**src/hw/rsbl_pkg.sv**
```systemverilog
package rsbl_pkg;

    // ========================================
    // data path widths and lane positions
    // ========================================
    localparam int WORD_W    = 16;
    localparam int BYTE_W    = 8;
    localparam int HI_MSB    = 15;
    localparam int HI_LSB    = 8;
    localparam int LO_MSB    = 7;
    localparam int LO_LSB    = 0;
    localparam int SYNC_W    = 11;   // bus_clock, cs_n, strobe, 8 data
    localparam int SYNC_DEPTH = 2;

    localparam logic [7:0]  BYTE_ZERO = 8'h00;
    localparam logic [15:0] WORD_ZERO = 16'h0000;

    // ========================================
    // transaction phase, set by the command decoder
    // ========================================
    typedef enum logic [2:0] {
        RSBL_PH_IDLE,
        RSBL_PH_CA,
        RSBL_PH_LATENCY,
        RSBL_PH_WRITE,
        RSBL_PH_WRITE_ZL,
        RSBL_PH_READ
    } rsbl_phase_t;

    typedef struct packed {
        logic [7:0] dq;
        logic       dq_oe_n;
        logic       strobe;
        logic       strobe_oe_n;
    } rsbl_pins_t;

    localparam rsbl_pins_t PINS_IDLE = '{
        dq: 8'h00, dq_oe_n: 1'b1, strobe: 1'b0, strobe_oe_n: 1'b1
    };

    typedef struct packed {
        logic [15:0] data;
        logic [1:0]  byte_en;   // [1] upper byte, [0] lower byte
    } rsbl_wr_word_t;

    localparam rsbl_wr_word_t WR_IDLE = '{data: 16'h0000, byte_en: 2'b00};

endpackage : rsbl_pkg

```
**src/hw/rsbl_sync.sv**
```systemverilog
`timescale 1ns/1ps
// ========================================
// two-stage synchroniser for pin inputs
// ========================================
module rsbl_sync #(
    parameter int WIDTH = 1
) (
    input  wire logic             sys_clk_in,  // system clock
    input  wire logic             rst_in,      // sync reset, high
    input  wire logic [WIDTH-1:0] async_in,    // raw pin levels
    input  wire logic [WIDTH-1:0] rst_val_in,  // idle levels loaded at reset
    output logic      [WIDTH-1:0] sync_out     // synchronised levels
);
    logic [WIDTH-1:0] meta_q;
    logic [WIDTH-1:0] sync_q;

    // first stage feeds only the second stage
    always_ff @(posedge sys_clk_in) begin
        if (rst_in) begin
            meta_q <= rst_val_in;
            sync_q <= rst_val_in;
        end else begin
            meta_q <= async_in;
            sync_q <= meta_q;
        end
    end

    assign sync_out = sync_q;

endmodule : rsbl_sync

```
**src/hw/rsbl_lanes.sv**
```systemverilog
`timescale 1ns/1ps
// Behaviour
// - each data cycle carries one 16-bit word as two bytes, one per edge
// - register read: upper byte driven from strobe rise to strobe fall
// - register read: lower byte driven from strobe fall to next rise
// - write: upper byte taken on clock rise, lower byte on clock fall
// - register accesses are always big-endian, upper byte first
// - latency writes: strobe acts as per-byte write mask from master
// - zero-latency writes store full words; device may leave strobe off
// - strobe high masks the byte, strobe low stores it
// - device drives strobe during command-address to signal extra latency
module rsbl_lanes (
    input  wire logic                 sys_clk_in,     // 125 MHz clock
    input  wire logic                 rst_in,         // sync reset, high
    input  wire logic                 bus_clock_in,   // link clock pin
    input  wire logic                 cs_n_in,        // chip select pin, low
    input  wire logic [7:0]           dq_in,          // data pins, input
    input  wire logic                 strobe_in,      // strobe/mask pin, input
    input  wire rsbl_pkg::rsbl_phase_t phase_in,      // phase from decoder
    input  wire logic                 extra_lat_in,   // extra latency needed
    input  wire logic [15:0]          rd_word_in,     // next read word
    output rsbl_pkg::rsbl_pins_t      pins_out,       // pin drive bundle
    output logic                      rd_take_out,    // read word consumed
    output rsbl_pkg::rsbl_wr_word_t   wr_word_out,    // captured write word
    output logic                      wr_valid_out,   // write word pulse
    output logic                      cs_active_out   // synced select, high
);

    // ========================================
    // pin synchronisation
    // ========================================
    localparam int SW = rsbl_pkg::SYNC_W;

    logic [SW-1:0] raw_w;
    logic [SW-1:0] syn_w;

    assign raw_w = {bus_clock_in, cs_n_in, strobe_in, dq_in};

    // ========================================
    // idle pin levels loaded at reset
    // ========================================
    // select must reset high: a low here would fake a select for
    // the first cycles after reset, before the real pin gets through
    localparam logic [SW-1:0] PIN_IDLE_LVL = {
        1'b0,                  // link clock idle low
        1'b1,                  // select idle high
        1'b0,                  // strobe released
        rsbl_pkg::BYTE_ZERO    // data lanes
    };

    rsbl_sync #(
        .WIDTH (SW)
    ) u_sync (
        .sys_clk_in (sys_clk_in),
        .rst_in     (rst_in),
        .async_in   (raw_w),
        .rst_val_in (PIN_IDLE_LVL),
        .sync_out   (syn_w)
    );

    logic       clk_s;
    logic       cs_n_s;
    logic       strobe_s;
    logic [7:0] dq_s;

    assign clk_s    = syn_w[SW-1];
    assign cs_n_s   = syn_w[SW-2];
    assign strobe_s = syn_w[SW-3];
    assign dq_s     = syn_w[rsbl_pkg::BYTE_W-1:0];

    // ========================================
    // edge detection on the sampled link clock
    // ========================================
    logic clk_prev_q;
    logic rise_w;
    logic fall_w;
    logic sel_w;

    always_ff @(posedge sys_clk_in) begin
        if (rst_in) begin
            clk_prev_q <= 1'b0;
        end else begin
            clk_prev_q <= clk_s;
        end
    end

    assign sel_w  = ~cs_n_s;
    assign rise_w = sel_w & clk_s & ~clk_prev_q;
    assign fall_w = sel_w & ~clk_s & clk_prev_q;

    // ========================================
    // phase decode
    // ========================================
    logic ph_ca_w;
    logic ph_wr_w;
    logic ph_wrzl_w;
    logic ph_rd_w;

    assign ph_ca_w   = sel_w & (phase_in == rsbl_pkg::RSBL_PH_CA);
    assign ph_wr_w   = sel_w & (phase_in == rsbl_pkg::RSBL_PH_WRITE);
    assign ph_wrzl_w = sel_w & (phase_in == rsbl_pkg::RSBL_PH_WRITE_ZL);
    assign ph_rd_w   = sel_w & (phase_in == rsbl_pkg::RSBL_PH_READ);

    // ========================================
    // write capture
    // ========================================
    // data is centred on the edge, so the sample taken with the
    // detected edge sits mid-eye
    logic [7:0] hi_byte_q;
    logic       hi_mask_q;
    logic       hi_held_q;
    logic       wr_any_w;
    logic       take_hi_w;
    logic       take_lo_w;
    logic       zl_mode_w;

    assign wr_any_w  = ph_wr_w | ph_wrzl_w;
    assign take_hi_w = wr_any_w & rise_w;
    assign take_lo_w = wr_any_w & fall_w & hi_held_q;
    assign zl_mode_w = ph_wrzl_w;

    // mask only honoured in latency writes; zero-latency keeps
    // every byte since the strobe carries no mask then
    logic hi_keep_w;
    logic lo_keep_w;

    assign hi_keep_w = zl_mode_w | ~hi_mask_q;
    assign lo_keep_w = zl_mode_w | ~strobe_s;

    always_ff @(posedge sys_clk_in) begin
        if (rst_in) begin
            hi_byte_q <= rsbl_pkg::BYTE_ZERO;
            hi_mask_q <= 1'b1;
            hi_held_q <= 1'b0;
        end else if (!sel_w) begin
            hi_held_q <= 1'b0;
        end else if (take_hi_w) begin
            hi_byte_q <= dq_s;
            hi_mask_q <= strobe_s;
            hi_held_q <= 1'b1;
        end else if (take_lo_w) begin
            hi_held_q <= 1'b0;
        end
    end

    rsbl_pkg::rsbl_wr_word_t wr_word_d;

    // upper byte first, big-endian placement
    assign wr_word_d = '{
        data:    {hi_byte_q, dq_s},
        byte_en: {hi_keep_w, lo_keep_w}
    };

    always_ff @(posedge sys_clk_in) begin
        if (rst_in) begin
            wr_word_out  <= rsbl_pkg::WR_IDLE;
            wr_valid_out <= 1'b0;
        end else begin
            wr_valid_out <= take_lo_w;
            if (take_lo_w) begin
                wr_word_out <= wr_word_d;
            end
        end
    end

    // ========================================
    // read launch and pin drive
    // ========================================
    // strobe and data change together on each detected edge:
    // edge aligned, so the master must delay the strobe itself
    logic [7:0] lo_byte_q;
    logic       rd_take_w;

    assign rd_take_w = ph_rd_w & rise_w;

    rsbl_pkg::rsbl_pins_t pins_d;

    always_comb begin
        pins_d = pins_out;
        if (!sel_w) begin
            pins_d = rsbl_pkg::PINS_IDLE;
        end else if (ph_ca_w) begin
            pins_d = rsbl_pkg::PINS_IDLE;
            pins_d.strobe      = extra_lat_in;
            pins_d.strobe_oe_n = 1'b0;
        end else if (ph_rd_w) begin
            pins_d.dq_oe_n     = 1'b0;
            pins_d.strobe_oe_n = 1'b0;
            if (rise_w) begin
                pins_d.dq     = rd_word_in[rsbl_pkg::HI_MSB:rsbl_pkg::HI_LSB];
                pins_d.strobe = 1'b1;
            end else if (fall_w) begin
                pins_d.dq     = lo_byte_q;
                pins_d.strobe = 1'b0;
            end
        end else begin
            // latency and write phases: strobe belongs to the master;
            // zero-latency writes also left undriven
            pins_d = rsbl_pkg::PINS_IDLE;
        end
    end

    always_ff @(posedge sys_clk_in) begin
        if (rst_in) begin
            pins_out    <= rsbl_pkg::PINS_IDLE;
            lo_byte_q   <= rsbl_pkg::BYTE_ZERO;
            rd_take_out <= 1'b0;
        end else begin
            pins_out    <= pins_d;
            rd_take_out <= rd_take_w;
            if (rd_take_w) begin
                lo_byte_q <= rd_word_in[rsbl_pkg::LO_MSB:rsbl_pkg::LO_LSB];
            end
        end
    end

    always_ff @(posedge sys_clk_in) begin
        if (rst_in) begin
            cs_active_out <= 1'b0;
        end else begin
            cs_active_out <= sel_w;
        end
    end

endmodule : rsbl_lanes

```
**config.mk**
```make
export PLATFORM = sky130hd
export DESIGN_NAME = rsbl_lanes
export DESIGN_NICKNAME = d
export VERILOG_FILES = /design/src/hw/rsbl_pkg.sv /design/src/hw/rsbl_sync.sv /design/src/hw/rsbl_lanes.sv
export SDC_FILE = /design/constraint.sdc
export NUM_CORES = 1
export LEC_CHECK = 0
export BUFFER_PORTS_ARGS = -buffer_cell sky130_fd_sc_hd__buf_2
export CORE_MARGIN = 5
export CORE_UTILIZATION = 45
export DETAILED_ROUTE_END_ITERATION = 10
export HOLD_SLACK_MARGIN = 0.03
export PLACE_DENSITY = 0.69
export RECOVER_POWER = 100
export REMOVE_ABC_BUFFERS = 1
export SLEW_MARGIN = 25
export SYNTH_ARGS = -nofsm -noshare
export SYNTH_HDL_FRONTEND = slang
export SYNTH_SLANG_ARGS = --single-unit
```
**constraint.sdc**
```tcl
create_clock -name sys_clk_in -period 3.3 [get_ports sys_clk_in]
set_input_delay 0.495 -clock sys_clk_in [delete_from_list [all_inputs] [get_ports sys_clk_in]]
set_output_delay 0.495 -clock sys_clk_in [all_outputs]
set_load 0.005 [all_outputs]
```
==> reports/metrics.yaml, run 1 <==
critical_path:
  critical_path_at_ns: 2.53
  slowest_stage: "nor3b_1"
  setup.reg_to_reg.worst_slack_ns: 0.99
  critical_path.reg2reg.startpoint: "clk_prev_q$_SDFF_PP0_"
  crit_chain: "nor3b_1 > o211ai_2 > buf_4 > mux2i_1"
  worst_r2r_endpoint: "wr_word_out[6]$_SDFFE_PP0P_"
  critical_path_peak_fanout: 19
  worstSetupEndpointType: "flop"
  worstSetupStartpointType: "flop"
  worst-r2r-cell-count: 4
  timing.critical_path.slowest_cell_delay_ns: 1.13
  worst_path_dominant_cell_family: "simple AND/OR/NAND/NOR gates"
  critPathKind: "flop to flop"
  critical_path_buf_inv_count: 1
  worst_ep_required_time_ns: 3.52
timing:
  finalHoldViolCount: 0
  timing_worst_slew_pin_value_ns: 1.41
  timing.fmax_ghz: 0.433
  post-route-min-period_ns: 2.31
  setup_tns_ns: 0
  fin_skew_ns: 0.0101
  relSlewSlack: 0.0596
  rsz0062_at_grt: "false"
  finalSetupViolations: 0
  final.setup.worst_slack_ns: 0.991
  final_min_period_over_clock_period: 0.700
  drv_slew: 0
synth:
  synth_adder_area_share: 0
  synth-xor-area-share: 0
  synthMuxAreaShare: 0.115
  yosysSeqAreaShare: 0.542
  top_post_synthesis_cells_by_area: "dfxtp_1 (54%), mux2i_1 (12%), nand2b_1 (8.1%)"
  synth_top_area_cell: "dfxtp_1"
  post_synthesis_register_bit_count: 73
  synthSimpleGateAreaFrac: 0.221
  synth_area_per_cell_um2: 10.6
  synth_cell_types: 34
  synthesis.area_um2: 2700
  netlist_instances: 254
  synth_compound_gate_area_share: 0.0831
  synth-warning-count: 0
  dominant_combinational_cell_family_by_area_after_synthesis: "simple AND/OR/NAND/NOR gates"
  yosys.area.top_type_share: 0.542
clocking:
  post_cts.resized_instances: 0
  cts_made_buffers: 9
  clkSinkCount: 73
  hold_buffers: 0
  cts_max_level: 3
  cts_root_buffer: "clkbuf_8"
  clk_latency_ns: 0.34
  clkSlewWorstSetupHoldPaths_ns: 0.08
  postCtsSetupRepairBufs: 0
  clock_tree_from_tritoncts: "built"
  cts_buffer_depth: 2
power_and_ir_drop:
  ir_drop_mv: 0.268
  p_int_uw: 1280
  powerDensity_nw_per_um2: 515
  swShare: 0.222
  power.share.clock: 0.416
  p_switching_uw: 365
  power.sequential.fraction: 0.547
  total_power_uw: 1640
  comb_power_share: 0.038
  power_leakage_uw: 0.00132
route:
  detailroute.via_count: 1905
  detail_route.wirelength_mm: 5.01
  initialDrtViolationCount: 57
  drt_drc_violations_left: 0
  post_drt_via_cell_ratio: 4.82
  firstDrtPassIters: 4
  routed_wire_length_per_instance_um: 12.7
  number_of_nets_still_failing_antenna_checks_after_routing: 0
global_route:
  grt_pass1_wl_mm: 8.05
  grt_start_max_net_pins: 39
  grt_antenna_before_repair: 0
  grt_usage: 0.138
  vias_in_the_first_global_route: 1868
  grt.overflow.total: 0
min_path:
  worst_min_path_start: "dq_in[6]"
  hold-path-cell-count: 2
  timing.hold.worst.class: "input pin to flop"
  holdPathEnd: "u_sync.meta_q[6]$_SDFF_PP0_"
outcome:
  status: "completed"
floorplanning:
  core.rowCount: 28
  die_span_in_x_um: 87.4
  starting_utilization_of_the_core_area: 0.458
  die_area_um2: 7640
  die_height_um: 87.4
  design.core.area_um2: 5890
  design.portCount: 65
placement:
  port_buffers: 64
  hpwl_mm: 3.42
  pre_cts_ws_ns: 1.47
  place_inst: 379
  routabilityCongestion: 0.758
cells_and_area:
  post_layout_nonfiller_instances: 395
  drive_gt1_frac: 0.219
  antenna_cells: 0
  final_nets: 348
  flow.area_growth_from_synthesis_pct: 18.4
job:
  timing.max_cap.violations: 0
## area by class of cell
type,count,area (um^2)
fillers,538,2700
flip-flops and latches,73,1460
multi-input cells,162,1120
repair buffers,67,314
clock buffers,10,128
well taps,75,93.8
clock inverters,6,67.6
inverters,2,7.51
## power groups by stage
stage | sequential, uW | combinational [uW] | clock [uW]
global placement | 918 | 63.2 | 0
global route | 900 | 69.8 | 747
CTS | 898 | 63.9 | 705
floorplan | 918 | 26.6 | 0
detailed placement | 919 | 63.8 | 0
finish | 898 | 62.1 | 683
## registers in the layout (all words and copies together) (netlist names)
register and flops:
clk_prev_q 1, pins_out 11, hi_held_q 1, rd_take_out 1, hi_byte_q 8, wr_word_out 18
u_sync.meta_q 11, cs_active_out 1, wr_valid_out 1, hi_mask_q 1, lo_byte_q 8, u_sync.sync_out 11
## cell usage after synthesis, drive strengths merged
cell and number:
dfxtp 73, nand2b 35, mux2i 31, nor2b 21, a21oi 12, nand3 11, clkbuf 10, nor2 10
o21ai 9, buf 7, a211oi 5, a22oi 3, nor3b 3, inv 2, nand2 2, o21bai 2
or2 2, or2b 2, or3b 2, a22o 1, a311oi 1, and2 1, and2b 1, and3b 1
and4bb 1, nand3b 1, nand4bb 1, nor3 1, nor4b 1, o211ai 1, o21a 1
## cells in the final DEF, fill, tap and decap left out, types with 2 or more instances in the layout
cell,netlist,routed
dfxtp_1,73,73
buf_2,2,47
nand2b_1,35,35
mux2i_1,31,31
nor2b_1,21,21
clkbuf_1,10,19
a21oi_1,12,12
nand3_1,11,11
nor2_1,10,10
o21ai_0,9,9
clkbuf_8,0,9
a211oi_1,5,5
a22oi_1,3,3
or2b_1,2,2
or2_2,2,2
nor3b_1,1,2
inv_1,2,2
o21bai_1,2,2
or3b_2,2,2
nand2_1,2,2
clkinvlp_4,0,2
## per-stage QoR
stage	cell area, um^2	hold slack, ns	utilization
finish	3190	0.357	0.542
global route	3190	0.340	0.542
CTS	3230	0.338	0.549
detailed placement	3040	0.397	0.516
global placement	3040	0.393	0.516
floorplan	2600	0.389	-
## kinds of logic after synthesis
| group | Yosys count |
|---|---|
| AOI/OAI and AO/OA | 35 |
| buffers and inverters | 19 |
| DFF | 73 |
| muxes | 31 |
| and+or+nand+nor | 96 |
## worst max path at each step
stage,slack [ns],startpoint,end,cells past startpoint
global route,0.83,clk_prev_q$_SDFF_PP0_,wr_word_out[12]$_SDFFE_PP0P_,4
floorplan,1.46,clk_prev_q$_SDFF_PP0_,wr_word_out[0]$_SDFFE_PP0P_,3
CTS,1.44,u_sync.sync_out[10]$_SDFF_PP0_,hi_mask_q$_SDFFE_PP1P_,3
global placement,1.52,u_sync.sync_out[10]$_SDFF_PP0_,hi_byte_q[5]$_SDFFE_PP0P_,3
detailed placement,1.47,u_sync.sync_out[10]$_SDFF_PP0_,hi_mask_q$_SDFFE_PP1P_,3
finish,0.99,clk_prev_q$_SDFF_PP0_,wr_word_out[6]$_SDFFE_PP0P_,4
## routing by layer
| metal | global-route usage | vias up | wire length [um] |
|---|---|---|---|
| li1 | - | 985 | - |
| met1 | 0.159 | 853 | 2320 |
| met2 | 0.215 | 51 | 2190 |
| met3 | 0.0464 | 16 | 314 |
| met4 | 0.0948 | 0 | 181 |
| met5 | 0 | - | 0 |
Power figures use the tool's default switching activity.
==> run 2: changes to the inputs <==
- PLACE_DENSITY: 0.69 -> 0.72
- clock period: 3.3 -> 2.05 ns (I/O delays scaled with it)
==> run 2 against run 1 <==
  * Routed wire length grew 3.2%
  * Setup slack lost 0.66 ns
  * Highest routed layer unchanged
  * Register-to-register slack lost 0.66 ns
  * Utilization grew 0.81 points
==> reports/metrics.yaml, run 2 (synthesis gave the netlist of run 1 again) <==
critical_path:
  critPathKind: "flop to flop"
  critical_path_peak_fanout: 19  # unchanged
  critical_path_at_ns: 1.92  # -0.61 ns
  worst_ep_required_time_ns: 2.25  # -1.27 ns
  worstSetupStartpointType: "flop"
  worstSetupEndpointType: "flop"
floorplanning:
  die_height_um: 87.4  # unchanged
  design.portCount: 65  # unchanged
  design.core.area_um2: 5890  # unchanged
  starting_utilization_of_the_core_area: 0.458  # unchanged
  core.rowCount: 28  # unchanged
  die_area_um2: 7640  # unchanged
  die_span_in_x_um: 87.4  # unchanged
route:
  detail_route.wirelength_mm: 5.17  # +3.2%
  detailroute.via_count: 1928  # +1.2%
  number_of_nets_still_failing_antenna_checks_after_routing: 0  # unchanged
  drt_drc_violations_left: 0  # unchanged
  post_drt_via_cell_ratio: 4.84  # +0.44%
  initialDrtViolationCount: 95  # +67%
  routed_wire_length_per_instance_um: 13.0  # +2.5%
  firstDrtPassIters: 4  # unchanged
timing:
  relSlewSlack: 0.174  # +0.114
  post-route-min-period_ns: 1.72  # -0.592 ns
  drv_slew: 0  # unchanged
  rsz0062_at_grt: "false"
  whs_ns: 0.168  # -0.190 ns
  finalSetupViolations: 0  # unchanged
  final_min_period_over_clock_period: 0.838  # +0.138
  timing_worst_slew_pin_value_ns: 1.24  # -0.168 ns
  setup_tns_ns: 0  # unchanged
  timing.fmax_ghz: 0.582  # +34%
  finalHoldViolCount: 0  # unchanged
  fin_skew_ns: 0.0135  # +0.00342 ns
placement:
  hpwl_mm: 3.61  # +5.4%
  port_buffers: 64  # unchanged
  routabilityCongestion: 0.773  # +2.1%
  detailed_place.area_um2: 3060  # +0.74%
global_route:
  grt_usage: 0.147  # +0.00922
  grt_antenna_before_repair: 0  # unchanged
  grt_pass1_wl_mm: 8.63  # +7.3%
  grt_start_max_net_pins: 36  # -7.7%
  vias_in_the_first_global_route: 1845  # -1.2%
  grt.overflow.total: 0  # unchanged
power_and_ir_drop:
  swShare: 0.211  # -0.0114
  power.share.clock: 0.434  # +0.018
  powerDensity_nw_per_um2: 846  # +64%
  p_int_uw: 2160  # +69%
  power.sequential.fraction: 0.528  # -0.019
  power_leakage_uw: 0.00135  # +2.3%
  p_switching_uw: 577  # +58%
  comb_power_share: 0.038  # about the same
  ir_drop_mv: 0.474  # +77%
cells_and_area:
  seqCellArea_um2: 1460  # unchanged
  largest_register_ffs: 18  # unchanged
  layout_commonest_cell: "dfxtp_1"
  final_nets: 351  # +0.86%
  largest-register: "wr_word_out"
  finished_cell_area_um2: 3240  # +1.5%
  multi_input_combinational_cell_area_um2: 1120  # +0.11%
  drive_gt1_frac: 0.235  # +0.0165
  antenna_cells: 0  # unchanged
  fillerInstances: 545  # +1.3%
  commonest_cells_after_routing_fill_and_taps_aside: "dfxtp_1 (73), buf_2 (48), nand2b_1 (35)"
  flow.area_growth_from_synthesis_pct: 20.1
clocking:
  clkSlewWorstSetupHoldPaths_ns: 0.08  # about the same
  cts_made_buffers: 9  # unchanged
  clk_latency_ns: 0.34  # about the same
  post_cts.resized_instances: 0  # unchanged
  cts_buffer_depth: 2  # unchanged
  clock_tree_from_tritoncts: "built"
  clkSinkCount: 73  # unchanged
  postCtsSetupRepairBufs: 0  # unchanged
  cts_max_level: 3  # unchanged
  cts_root_buffer: "clkbuf_8"
  hold_buffers: 0  # unchanged
min_path:
  timing.hold.worst.class: "input pin to flop"
outcome:
  status: "completed"
job:
  timing.max_cap.violations: 0  # unchanged
-- run 2: path summary, 6_finish.rpt --
kind,end,startpoint,cells after the start,slack (ns)
setup / recovery,wr_word_out[10]$_SDFFE_PP0P_,clk_prev_q$_SDFF_PP0_,5,0.33
hold / removal,u_sync.meta_q[1]$_SDFF_PP0_,dq_in[1],2,0.17
setup reg to reg,wr_word_out[10]$_SDFFE_PP0P_,clk_prev_q$_SDFF_PP0_,5,0.33
hold reg to reg,u_sync.sync_out[9]$_SDFF_PP1_,u_sync.meta_q[9]$_SDFF_PP1_,1,0.41
-- run 2: power groups by stage --
stage / Combinational [uW] / Sequential [uW] / Clock, uW
after floorplan: 42.8 / 1480 / 0
after global routing: 115 / 1450 / 1290
final: 103 / 1450 / 1190
after global placement: 104 / 1480 / 0
after CTS: 104 / 1450 / 1220
after detailed placement: 104 / 1480 / 0
-- run 2: stage by stage --
stage               std cells   util  total power [uW]  setup slack, ns
floorplan                 237      -              1520            0.211
global placement          382  0.520              1580            0.603
detailed placement        382  0.520              1580            0.521
CTS                       398  0.556              2770            0.489
global route              398  0.550              2860            0.161
finish                    398  0.550              2740            0.333
-- run 2: worst max-delay path: stages (launching register included) --
cell      delay, ns
dfxtp_1        0.40
nor3b_1        0.21
buf_4          0.22
o211ai_1       0.11
clkbuf_2       0.40
mux2i_1        0.22
-- run 2: area by class of cell --
cell class,count,share of cell area
flip-flops and latches,73,0.451
multi-input cells,162,0.346
repair buffers,70,0.105
clock buffers,13,0.0522
well taps,75,0.0290
clock inverters,3,0.0143
inverters,2,0.00232
-- run 2: layer usage --
layer	GRT usage	routed length [um]
met1	0.192	2430
met4	0.0669	95
met3	0.0596	334
met5	0	0
met2	0.212	2310
